`src/inc/lcdc_params.svh`:
```
// Command codes, field positions and timing counts of the LCD command decoder
`ifndef LCDC_PARAMS_SVH
`define LCDC_PARAMS_SVH

`define LCDC_CMD_POLARITY 8'ha6
`define LCDC_CMD_ALLON 8'ha4
`define LCDC_CMD_BIAS 8'ha2
`define LCDC_CMD_DISP_ONOFF 8'hae
`define LCDC_CMD_RMW 8'he0
`define LCDC_CMD_END 8'hee
`define LCDC_CMD_RESET 8'he2
`define LCDC_CMD_NOP 8'he3
`define LCDC_CMD_SCAN 8'hc0
`define LCDC_CMD_POWER 8'h28
`define LCDC_CMD_RATIO 8'h20
`define LCDC_CMD_VOLMODE 8'h81
`define LCDC_CMD_COL_HI 8'h10
`define LCDC_CMD_COL_LO 8'h00
`define LCDC_CMD_TEST 8'hfc
`define LCDC_MASK_1BIT 8'hfe
`define LCDC_MASK_3BIT 8'hf8
`define LCDC_MASK_4BIT 8'hf0
`define LCDC_MASK_SCAN 8'hf0
`define LCDC_MASK_TEST 8'hfc
`define LCDC_BIT_D0 0
`define LCDC_BIT_D3 3
`define LCDC_BIT_BUSY 7
`define LCDC_BIT_DISPOFF 5
`define LCDC_BIT_RST 4
`define LCDC_COL_MAX 8'h83
`define LCDC_RATIO_RST 3'h0
`define LCDC_VOL_RST 6'h20
`define LCDC_VOL_DEFAULT 6'h20
`define LCDC_RESET_NS 1000
`define LCDC_CLK_NS 50
`define LCDC_RESET_CYC ((`LCDC_RESET_NS + `LCDC_CLK_NS - 1) / `LCDC_CLK_NS)

`endif

```
`src/inc/lcdc_pkg.sv`:
```
// Types shared by both ends of the LCD command decoder
package lcdc_pkg;
    typedef enum logic [1:0] {
        LCDC_ST_IDLE = 2'b00,
        LCDC_ST_BUSY = 2'b01,
        LCDC_ST_VOL = 2'b10
    } lcdc_state_t;
    typedef enum logic [2:0] {
        LCDC_H_IDLE = 3'b000,
        LCDC_H_RESET = 3'b001,
        LCDC_H_POLL = 3'b010,
        LCDC_H_WRITE = 3'b011,
        LCDC_H_READ = 3'b100,
        LCDC_H_HOLD = 3'b101
    } lcdc_host_state_t;
endpackage : lcdc_pkg

```
`src/inc/lcdc_if.sv`:
```
// Parallel command/data bus between host and LCD controller
`timescale 1ns/1ps
interface lcdc_if;
    logic reset_n;
    logic command_data_select;
    logic wr_stb;
    logic rd_stb;
    logic [7:0] wdata;
    logic [7:0] rdata;
    logic rvalid;
    modport device (
        input reset_n, command_data_select, wr_stb, rd_stb, wdata,
        output rdata, rvalid
    );
    modport host (
        output reset_n, command_data_select, wr_stb, rd_stb, wdata,
        input rdata, rvalid
    );
endinterface : lcdc_if

```
`src/lcdc_device.sv`:
```
// LCD controller command decoder: device end of the command/data bus
`timescale 1ns/1ps
`include "lcdc_params.svh"

module lcdc_device
    import lcdc_pkg::*;
#(
    parameter int RESET_CYC = `LCDC_RESET_CYC
) (
    input wire logic ref_clk,
    input wire logic rst,
    lcdc_if.device bus,
    output logic invert_pixels,
    output logic all_points_on,
    output logic display_on,
    output logic power_save,
    output logic bias_1_7,
    output logic scan_reverse,
    output logic booster_en,
    output logic regulator_en,
    output logic follower_en,
    output logic [2:0] resistor_ratio,
    output logic [5:0] volume_drive_level,
    output logic [7:0] column_addr,
    output logic rmw_active,
    output logic test_mode,
    output logic data_write_pulse
);
    // ==========================================================
    // State
    // ==========================================================
    lcdc_state_t state_ff, nxt_state;
    logic [7:0] cnt_ff, nxt_cnt;
    logic inv_ff, nxt_inv, allon_ff, nxt_allon, don_ff, nxt_don;
    logic bias_ff, nxt_bias, scan_ff, nxt_scan;
    logic [2:0] pwr_ff, nxt_pwr, ratio_ff, nxt_ratio;
    logic [5:0] vol_ff, nxt_vol;
    logic [7:0] col_ff, nxt_col, save_ff, nxt_save;
    logic rmw_ff, nxt_rmw, test_ff, nxt_test, rst_ip_ff, nxt_rst_ip;
    logic dwr_ff, nxt_dwr;
    logic [7:0] rdata_ff, nxt_rdata;
    logic rvalid_ff, nxt_rvalid;
    logic hard_rst;

    function automatic logic match(input logic [7:0] b, input logic [7:0] code,
                                   input logic [7:0] mask);
        match = ((b & mask) == code);
    endfunction : match

    function automatic logic [7:0] col_inc(input logic [7:0] c);
        col_inc = (c == `LCDC_COL_MAX) ? c : c + 8'h01;
    endfunction : col_inc

    assign hard_rst = rst || !bus.reset_n;

    // ==========================================================
    // Next-state logic
    // ==========================================================
    always_comb begin
        nxt_state = state_ff;
        nxt_cnt = cnt_ff;
        nxt_inv = inv_ff;
        nxt_allon = allon_ff;
        nxt_don = don_ff;
        nxt_bias = bias_ff;
        nxt_scan = scan_ff;
        nxt_pwr = pwr_ff;
        nxt_ratio = ratio_ff;
        nxt_vol = vol_ff;
        nxt_col = col_ff;
        nxt_save = save_ff;
        nxt_rmw = rmw_ff;
        nxt_test = test_ff;
        nxt_rst_ip = rst_ip_ff;
        nxt_dwr = 1'b0;
        nxt_rvalid = 1'b0;
        nxt_rdata = rdata_ff;
        // Busy counter runs down after a software reset
        if (state_ff == LCDC_ST_BUSY) begin
            if (cnt_ff == 8'h00) begin
                nxt_state = LCDC_ST_IDLE;
                nxt_rst_ip = 1'b0;
            end else begin
                nxt_cnt = cnt_ff - 8'h01;
            end
        end
        if (bus.rd_stb) begin
            nxt_rvalid = 1'b1;
            if (!bus.command_data_select) begin
                nxt_rdata = 8'h00;
                nxt_rdata[`LCDC_BIT_BUSY] = (state_ff == LCDC_ST_BUSY);
                nxt_rdata[`LCDC_BIT_DISPOFF] = !don_ff;
                nxt_rdata[`LCDC_BIT_RST] = rst_ip_ff;
            end else begin
                // No display memory here; reads return the column
                nxt_rdata = col_ff;
                if (!rmw_ff) begin
                    nxt_col = col_inc(col_ff);
                end
            end
        end else if (bus.wr_stb && bus.command_data_select) begin
            nxt_dwr = 1'b1;
            nxt_col = col_inc(col_ff);
        end else if (bus.wr_stb) begin
            if (state_ff == LCDC_ST_BUSY) begin
                nxt_state = LCDC_ST_BUSY;
            end else if (state_ff == LCDC_ST_VOL) begin
                nxt_vol = bus.wdata[5:0];
                nxt_state = LCDC_ST_IDLE;
            // reset still acts in test mode, below
            end else if (test_ff && bus.wdata != `LCDC_CMD_RESET) begin
                // Test mode leaves on NOP here; software reset clears it too
                if (bus.wdata == `LCDC_CMD_NOP) begin
                    nxt_test = 1'b0;
                end
            end else if (match(bus.wdata, `LCDC_CMD_POLARITY, `LCDC_MASK_1BIT)) begin
                nxt_inv = bus.wdata[`LCDC_BIT_D0];
            end else if (match(bus.wdata, `LCDC_CMD_ALLON, `LCDC_MASK_1BIT)) begin
                nxt_allon = bus.wdata[`LCDC_BIT_D0];
            end else if (match(bus.wdata, `LCDC_CMD_BIAS, `LCDC_MASK_1BIT)) begin
                nxt_bias = bus.wdata[`LCDC_BIT_D0];
            end else if (match(bus.wdata, `LCDC_CMD_DISP_ONOFF, `LCDC_MASK_1BIT)) begin
                nxt_don = bus.wdata[`LCDC_BIT_D0];
            end else if (bus.wdata == `LCDC_CMD_RMW) begin
                if (!rmw_ff) begin
                    nxt_save = col_ff;
                end
                nxt_rmw = 1'b1;
            end else if (bus.wdata == `LCDC_CMD_END) begin
                if (rmw_ff) begin
                    nxt_col = save_ff;
                end
                nxt_rmw = 1'b0;
            end else if (bus.wdata == `LCDC_CMD_RESET) begin
                nxt_col = 8'h00;
                nxt_scan = 1'b0;
                nxt_ratio = `LCDC_RATIO_RST;
                nxt_vol = `LCDC_VOL_RST;
                nxt_rmw = 1'b0;
                nxt_test = 1'b0;
                nxt_state = LCDC_ST_BUSY;
                nxt_cnt = 8'(RESET_CYC);
                nxt_rst_ip = 1'b1;
            end else if (bus.wdata == `LCDC_CMD_VOLMODE) begin
                nxt_state = LCDC_ST_VOL;
            end else if (match(bus.wdata, `LCDC_CMD_TEST, `LCDC_MASK_TEST)) begin
                nxt_test = 1'b1;
            // scan from D3, low bits ignored
            end else if (match(bus.wdata, `LCDC_CMD_SCAN, `LCDC_MASK_SCAN)) begin
                nxt_scan = bus.wdata[`LCDC_BIT_D3];
            end else if (match(bus.wdata, `LCDC_CMD_POWER, `LCDC_MASK_3BIT)) begin
                nxt_pwr = bus.wdata[2:0];
            end else if (match(bus.wdata, `LCDC_CMD_RATIO, `LCDC_MASK_3BIT)) begin
                nxt_ratio = bus.wdata[2:0];
            // Column set; acts during RMW too, the host does not filter these
            end else if (match(bus.wdata, `LCDC_CMD_COL_HI, `LCDC_MASK_4BIT)) begin
                nxt_col = {bus.wdata[3:0], col_ff[3:0]};
            end else if (match(bus.wdata, `LCDC_CMD_COL_LO, `LCDC_MASK_4BIT)) begin
                nxt_col = {col_ff[7:4], bus.wdata[3:0]};
            end
        end
    end

    // ==========================================================
    // Registers
    // ==========================================================
    always_ff @(posedge ref_clk) begin
        if (hard_rst) begin
            state_ff <= LCDC_ST_BUSY;
            cnt_ff <= 8'(RESET_CYC);
            inv_ff <= 1'b0;
            allon_ff <= 1'b0;
            don_ff <= 1'b0;
            bias_ff <= 1'b0;
            scan_ff <= 1'b0;
            pwr_ff <= 3'h0;
            ratio_ff <= `LCDC_RATIO_RST;
            vol_ff <= `LCDC_VOL_RST;
            col_ff <= 8'h00;
            save_ff <= 8'h00;
            rmw_ff <= 1'b0;
            test_ff <= 1'b0;
            rst_ip_ff <= 1'b1;
            dwr_ff <= 1'b0;
            rdata_ff <= 8'h00;
            rvalid_ff <= 1'b0;
        end else begin
            state_ff <= nxt_state;
            cnt_ff <= nxt_cnt;
            inv_ff <= nxt_inv;
            allon_ff <= nxt_allon;
            don_ff <= nxt_don;
            bias_ff <= nxt_bias;
            scan_ff <= nxt_scan;
            pwr_ff <= nxt_pwr;
            ratio_ff <= nxt_ratio;
            vol_ff <= nxt_vol;
            col_ff <= nxt_col;
            save_ff <= nxt_save;
            rmw_ff <= nxt_rmw;
            test_ff <= nxt_test;
            rst_ip_ff <= nxt_rst_ip;
            dwr_ff <= nxt_dwr;
            rdata_ff <= nxt_rdata;
            rvalid_ff <= nxt_rvalid;
        end
    end

    // ==========================================================
    // Outputs (decoded outputs below are single-gate views of flops)
    // ==========================================================
    // all points lit wins over polarity
    assign invert_pixels = inv_ff && !allon_ff;
    assign all_points_on = allon_ff;
    assign display_on = don_ff;
    // all points while off is power save
    assign power_save = allon_ff && !don_ff;
    assign bias_1_7 = bias_ff;
    assign scan_reverse = scan_ff;
    assign booster_en = pwr_ff[2] && don_ff;
    assign regulator_en = pwr_ff[1] && don_ff;
    assign follower_en = pwr_ff[0] && don_ff;
    assign resistor_ratio = ratio_ff;
    assign volume_drive_level = vol_ff;
    assign column_addr = col_ff;
    assign rmw_active = rmw_ff;
    assign test_mode = test_ff;
    assign data_write_pulse = dwr_ff;
    assign bus.rdata = rdata_ff;
    assign bus.rvalid = rvalid_ff;
endmodule : lcdc_device

```
`src/flat_wrapper.sv`:
```
// flat-port wrapper written by rule: the top's interface ports become plain ports
module lcdc_device_flat import lcdc_pkg::*;
#(
    parameter int RESET_CYC = `LCDC_RESET_CYC
)
  (ref_clk, rst, invert_pixels, all_points_on, display_on, power_save, bias_1_7, scan_reverse, booster_en, regulator_en, follower_en, resistor_ratio, volume_drive_level, column_addr, rmw_active, test_mode, data_write_pulse, bus_reset_n, bus_command_data_select, bus_wr_stb, bus_rd_stb, bus_wdata, bus_rdata, bus_rvalid);
  lcdc_if bus_i ();
  input wire logic ref_clk;
  input wire logic rst;
  output logic invert_pixels;
  output logic all_points_on;
  output logic display_on;
  output logic power_save;
  output logic bias_1_7;
  output logic scan_reverse;
  output logic booster_en;
  output logic regulator_en;
  output logic follower_en;
  output logic [2:0] resistor_ratio;
  output logic [5:0] volume_drive_level;
  output logic [7:0] column_addr;
  output logic rmw_active;
  output logic test_mode;
  output logic data_write_pulse;
  input wire logic [$bits(bus_i.reset_n)-1:0] bus_reset_n;
  input wire logic [$bits(bus_i.command_data_select)-1:0] bus_command_data_select;
  input wire logic [$bits(bus_i.wr_stb)-1:0] bus_wr_stb;
  input wire logic [$bits(bus_i.rd_stb)-1:0] bus_rd_stb;
  input wire logic [$bits(bus_i.wdata)-1:0] bus_wdata;
  output wire logic [$bits(bus_i.rdata)-1:0] bus_rdata;
  output wire logic [$bits(bus_i.rvalid)-1:0] bus_rvalid;
  assign bus_i.reset_n = bus_reset_n;
  assign bus_i.command_data_select = bus_command_data_select;
  assign bus_i.wr_stb = bus_wr_stb;
  assign bus_i.rd_stb = bus_rd_stb;
  assign bus_i.wdata = bus_wdata;
  assign bus_rdata = bus_i.rdata;
  assign bus_rvalid = bus_i.rvalid;
  lcdc_device #(.RESET_CYC(RESET_CYC)) u_core (.ref_clk(ref_clk), .rst(rst), .bus(bus_i), .invert_pixels(invert_pixels), .all_points_on(all_points_on), .display_on(display_on), .power_save(power_save), .bias_1_7(bias_1_7), .scan_reverse(scan_reverse), .booster_en(booster_en), .regulator_en(regulator_en), .follower_en(follower_en), .resistor_ratio(resistor_ratio), .volume_drive_level(volume_drive_level), .column_addr(column_addr), .rmw_active(rmw_active), .test_mode(test_mode), .data_write_pulse(data_write_pulse));
endmodule
```
`config.mk`:
```
export PLATFORM = sky130hd
export DESIGN_NAME = lcdc_device_flat
export DESIGN_NICKNAME = d
export VERILOG_FILES = /design/src/inc/lcdc_pkg.sv /design/src/inc/lcdc_if.sv /design/src/lcdc_device.sv /design/src/flat_wrapper.sv
export VERILOG_INCLUDE_DIRS = /design/src /design/src/inc
export SDC_FILE = /design/constraint.sdc
export NUM_CORES = 1
export LEC_CHECK = 0
export BUFFER_PORTS_ARGS = -buffer_cell sky130_fd_sc_hd__buf_2
export CAP_MARGIN = 15
export CORE_ASPECT_RATIO = 0.9
export CORE_MARGIN = 3
export CORE_UTILIZATION = 55
export DETAILED_ROUTE_END_ITERATION = 10
export PLACE_DENSITY = 0.9
export RECOVER_POWER = 100
export SYNTH_ARGS = -nofsm -noshare
export SYNTH_HDL_FRONTEND = slang
export SYNTH_SLANG_ARGS = --single-unit
```
`constraint.sdc`:
```
create_clock -name ref_clk -period 4.4 [get_ports ref_clk]
set_clock_uncertainty 0.05 [all_clocks]
set_input_delay 0.88 -clock ref_clk [delete_from_list [all_inputs] [get_ports ref_clk]]
set_output_delay 0.88 -clock ref_clk [all_outputs]
set_load 0.03 [all_outputs]
```
Word level (Yosys, flattened, before mapping)
Index checks and enable logic that the tools add are counted.
{ "totals": {"reg_bits": 56, "in_bits": 14, "output_inout_bits": 38} }
{ "op_classes": {"addsub": 2, "eq_ne": 53, "mux": 106, "bitwise_logic": 15, "reduce_logical": 35} }
{ "ops": {"columns": ["op", "n"], "rows": [
  ["$mux 8", 39],
  ["$mux 6", 9],
  ["$reduce_and 17->1", 3],
  ["$eq 8x8->1 const B", 6],
  ["$mux 1", 35],
  ["$ne 2x1->1 const B", 17],
  ["$mux 2", 16],
  ["$ne 5x2->1 const B", 6],
  ["$eq 7x7->1 const B", 4],
  ["$reduce_and 11->1", 2],
  ["$ne 3x2->1 const B", 7],
  ["$mux 3", 6],
  ["$reduce_and 18->1", 1],
  ["$logic_not 8->1", 2],
  ["$not 1->1", 15],
  ["$reduce_and 15->1", 1],
  ["$reduce_and 14->1", 1],
  ["$reduce_and 12->1", 1],
  ["$eq 5x3->1 const B", 2],
  ["$reduce_and 10->1", 1],
  ["$reduce_bool 5->1", 2],
  ["$reduce_and 9->1", 1],
  ["$reduce_bool 3->1", 3],
  ["$add 8x1->8 const B", 1],
  ["other kinds (18)", 30]
]} }

Longest topological paths before layout
{ "logic_depth": {"depth_word": 21, "depth_mapped": 8, "ltp_nobuf": 7} }

Least setup slack after synthesis
Ideal clock, no wire load.
{ "synth_path": {"path_type": "input to register", "start": "in bus_wdata[3]", "end": "reg u_core.col_ff[1] (netlist: u_core.column_addr[1])", "setup_time_ns": 0.119, "arrival_ns": 2.525, "required_ns": 4.231, "slack_ns": 1.707, "path_stages": 7, "path_buffers": 1, "cell_sequence": "buf_6 > or2_4 > or3_4 > mux2i_1 > o41ai_2 > nand2_1 > o221a_1"} }
{ "synth_between": {"elab_chain_len": 14, "word_cells_on_any_way": 40, "classes_between": "24 x eq/ne; 13 x mux; 3 x reduce/logical"} }
{ "synth_lines": {"columns": ["item", "line_no", "source"], "rows": [
  ["start: declaration", "flat_wrapper.sv:29", "input wire logic [$bits(bus_i.wdata)-1:0] bus_wdata;"],
  ["$eq 8x8->1 (no source line)", null, null],
  ["$mux 8", "lcdc_device.sv:134", "end else if (bus.wdata == `LCDC_CMD_RESET) begin"],
  ["$mux 8", "lcdc_device.sv:129", "end else if (bus.wdata == `LCDC_CMD_END) begin"],
  ["$mux 8", "lcdc_device.sv:124", "end else if (bus.wdata == `LCDC_CMD_RMW) begin"],
  ["$mux 8", "lcdc_device.sv:122", "end else if (match(bus.wdata, `LCDC_CMD_DISP_ONOFF, `LCDC_MASK_1BIT)) begin"],
  ["$mux 8", "lcdc_device.sv:120", "end else if (match(bus.wdata, `LCDC_CMD_BIAS, `LCDC_MASK_1BIT)) begin"],
  ["$mux 8", "lcdc_device.sv:118", "end else if (match(bus.wdata, `LCDC_CMD_ALLON, `LCDC_MASK_1BIT)) begin"],
  ["$mux 8", "lcdc_device.sv:116", "end else if (match(bus.wdata, `LCDC_CMD_POLARITY, `LCDC_MASK_1BIT)) begin"],
  ["$mux 8", "lcdc_device.sv:111", "end else if (test_ff && bus.wdata != `LCDC_CMD_RESET) begin"],
  ["$mux 8", "lcdc_device.sv:107", "end else if (state_ff == LCDC_ST_VOL) begin"],
  ["$mux 8", "lcdc_device.sv:105", "if (state_ff == LCDC_ST_BUSY) begin"],
  ["$mux 8", "lcdc_device.sv:104", "end else if (bus.wr_stb) begin"],
  ["$mux 8", "lcdc_device.sv:101", "end else if (bus.wr_stb && bus.command_data_select) begin"],
  ["$mux 8", "lcdc_device.sv:87", "if (bus.rd_stb) begin"],
  ["end signal: assignment", "lcdc_device.sv:198", "col_ff <= nxt_col;"],
  ["end: declaration", "lcdc_device.sv:38", "logic [7:0] col_ff, nxt_col, save_ff, nxt_save;"]
]} }
Parallel ways exist; a longest one is shown, timed or not. The select of a mux whose other input is x is not followed.
A chain may end at the register's enable or synchronous reset.

Worst setup path after layout
{ "layout_path": {"start": "in bus_wdata[1]", "end": "reg u_core.bias_ff (netlist: u_core.bias_1_7)"} }
{ "layout_between": {"elab_chain_len": 4, "word_cells_on_any_way": 9, "classes_between": "4 x eq/ne; 3 x bitwise; 2 x reduce/logical"} }
{ "layout_lines": {"columns": ["item", "line_no", "source"], "rows": [
  ["$ne 8x8->1 (no source line)", null, null],
  ["$logic_and 1x1->1 (no source line)", null, null],
  ["$not 1->1 (no source line)", null, null],
  ["$reduce_and 9->1 (no source line) (*)", null, null],
  ["end signal: assignment", "lcdc_device.sv:193", "bias_ff <= nxt_bias;"],
  ["end: declaration", "lcdc_device.sv:35", "logic bias_ff, nxt_bias, scan_ff, nxt_scan;"]
]} }
Mark *: on every way between the ends. The rest lies on a longest branch, timed or not.

==> results_dict.tcl <==
set metrics [dict create \
    hp-class "flop to flop" \
    syn_area_um2 3010 \
    power_density_nw_per_um2 277 \
    synth_top_cell_area_share_pct 37.2 \
    cp_max_fo 13 \
    h-tree-depth 2 \
    status "finished with violations" \
    critPathTopFamily "simple AND/OR/NAND/NOR gates" \
    period_minus_slack_ps 3220 \
    place_area_um2 3260 \
    routed_wirelength_um 7760 \
    cts_root_buffer "clkbuf_8" \
    yosys.cell_types.count 56 \
    syn_area_per_cell_um2 8.21 \
    cts_hold_buf 0 \
    drive_gt1_share_pct 6.67 \
    grt_max_degree 42 \
    total_power_w 0.000906 \
    met3_length_um 631 \
    synth_fp_nets 384 \
    fin_ws_ps 1180 \
    drc_errors 0 \
    firstDrtPassIters 5 \
    cap_violations 1 \
    final_cells 470 \
    final_nets 421 \
    wl_met1_um 3390 \
    rsz0062_at_grt "false" \
    syn_to_final_growth_pct 8.68 \
    wire_per_inst_um 16.5 \
    yosysWarnings 0 \
    ys_seq_area_share_pct 37.2 \
    synth_ff_type "dfxtp_1" \
    ant_nets 0 \
    placementRows 24 \
    core-area_um2 5070 \
    synth_area_leaders "dfxtp_1, mux2i_1, nor2_1" \
    grt_overflow 0 \
    via_per_inst 6.06 \
    insertion_delay_ps 310 \
    dr.first_iter.drc_count 246 \
    critPathBufInv 1 \
    critPathArrivalTime_ps 3300 \
    yosys-top-cells-count "dfxtp_1, nor2_1, a21oi_1, nand2_1, mux2i_1" \
    slowest_delay_ps 880 \
    setup.worst_path.start_class "input port" \
    pre_cts_ws_ps 1400 \
    synth-seq-cells 56 \
    path_clk_slew_ps 110 \
    stdcell_area_um2 3270 \
    yosysTopAreaCell "dfxtp_1" \
    worstPathRequired_ps 4480 \
    antenna_found_initial 0 \
    p_leak_nw 1.11 \
    clk_path_buf_depth 2 \
    cts_tree "done" \
    num_antenna_cells 0 \
    cts-resized-gates 0 \
    slew_violations 42 \
    grt_usage_pct 24.2 \
    top_layer_used "met4" \
    dp_hpwl_um 5560 \
    die_y_um 76.2 \
    synth_edf_count 0 \
    worstMarginPinSlew_ps 1820 \
    fp.dieW_um 84.0 \
    cp-end-kind "flop" \
    start_util_pct 59.4 \
    async_flop_share_pct 0 \
    maxSlewHeadroom_pct -21.3 \
    worst_path_max_delay_cell "nor3_1" \
    synth.most_common_cell "dfxtp_1" \
    vias 2850 \
    cts_buffers 5 \
    cts_setup_buffers 0 \
    peakVddDrop_v 0.000244 \
    violations "capacitance limit, slew limit" \
    place.gp.congestion 0.974 \
    die_area_um2 6400 \
    path_class "input port to flop" \
    pin_count 52 \
    grt_pass1_vias 2652 \
    finalHoldViolCount 0 \
    fin_tns_setup_ps 0 \
    syn_inst 367 \
    fmax_mhz 311 \
    critPathMostFrequentCell "nor2_1" \
    dp.cells 462 \
    setup_viol 0 \
    grt_pass1_wl_um 12800 \
    period_share_pct 73.1 \
    io_buffers 51 \
    dr_wl_met2_um 3590 \
    path_cells "clkbuf_1 -> nand4bb_1 -> nor3_1 -> o2111ai_1 -> nor2_1 -> mux2i_1 -> nor2_1" \
    clkSinkCount 56 \
]
[worst register-to-register path, stage by stage, from the launching register on]
cell	delay, ps
dfxtp_1	510
nand2b_1	300
nand3_1	150
o41ai_1	850
nand2_1	280
o221a_1	330
[registers in the layout (all words and copies together) (netlist names), 2 cells and up]
register	flops
u_core.bus.rdata	8
u_core.column_addr	8
u_core.resistor_ratio	3
u_core.save_ff	8
u_core.cnt_ff	8
u_core.pwr_ff	3
u_core.volume_drive_level	6
u_core.state_ff	2
[cell usage in the layout (no fill, tap or decap), types with 2 or more instances in the layout]
master,synthesis,routed
mux2_2,4,4
clkbuf_1,18,42
o221a_1,2,2
nor2_1,55,55
a21o_1,2,2
nand4_1,2,2
o211ai_1,4,4
ha_1,3,3
nand4bb_1,2,2
nor3_1,13,14
mux2i_1,22,22
o41a_1,2,2
a221oi_1,2,2
xnor2_1,6,6
clkbuf_8,0,5
o31ai_1,3,3
a21oi_1,27,27
nor4b_1,3,3
dfxtp_1,56,56
nand2b_1,12,12
nand3b_1,2,2
nor2b_1,7,7
o21ai_0,15,17
and3_1,3,3
a22oi_1,6,6
buf_2,2,11
inv_1,4,4
xor2_1,3,3
nand3_1,14,14
a211oi_1,6,6
nand4b_1,2,2
or3_1,4,4
and2_1,6,6
nand2_1,27,27
or4_1,3,3
[metrics by stage]
stage / hold slack, ps / utilization (%)
2_1_floorplan: 372 / -
3_3_place_gp: 387 / 64.2
3_5_place_dp: 396 / 64.2
4_1_cts: 410 / 65.9
5_1_grt: 443 / 64.5
6_report: 406 / 64.5
[area by class of cell]
type | count | area (um^2)
multi-input combinational | 284 | 1760
timing repair buffer | 52 | 209
inverter | 5 | 18.8
tap | 65 | 81.3
clock inverter | 2 | 16.3
fill | 480 | 1800
sequential | 56 | 1120
clock buffer | 6 | 72.6
[report_power, final]
group	internal (W)	leakage [nW]	total [W]	switching [W]
Clock	0.000114	0.0414	0.000287	0.000173
Sequential	0.000512	0.453	0.000519	0.00000671
Combinational	0.0000317	0.614	0.000100	0.0000683
[routing by layer]
layer	global-route usage (%)	up-vias
met1	31.5	1308
met5	0	-
met2	39.6	138
met4	8.52	0
li1	-	1389
met3	4.97	15
[path summary, 6_finish.rpt]
kind,startpoint,end,slack [ps],cells after the start
worst max register to register,u_core.state_ff[1]$_SDFF_PP0_,u_core.column_addr[1]$_SDFFE_PP0P_,1840,5
worst max-delay path,bus_wdata[1],u_core.bias_1_7$_SDFFE_PP0P_,1180,7
worst min-delay path,u_core.rst_ip_ff$_SDFF_PP1_,u_core.rst_ip_ff$_SDFF_PP1_,410,2
worst min register to register,u_core.rst_ip_ff$_SDFF_PP1_,u_core.rst_ip_ff$_SDFF_PP1_,410,2
[kinds of logic after synthesis]
logic type               after synthesis  synth area share, %
AND/OR/NAND/NOR                      164                 28.3
AO/OA/AOI/OAI                         82                 17.9
flip-flops                            56                 37.2
buffers and inverters                 27                 3.94
multiplexers                          26                 8.80
XOR/XNOR                               9                 2.62
adder cells (fa/ha/maj)                3                 1.25
Note: power is estimated with default switching activity, not from simulation.
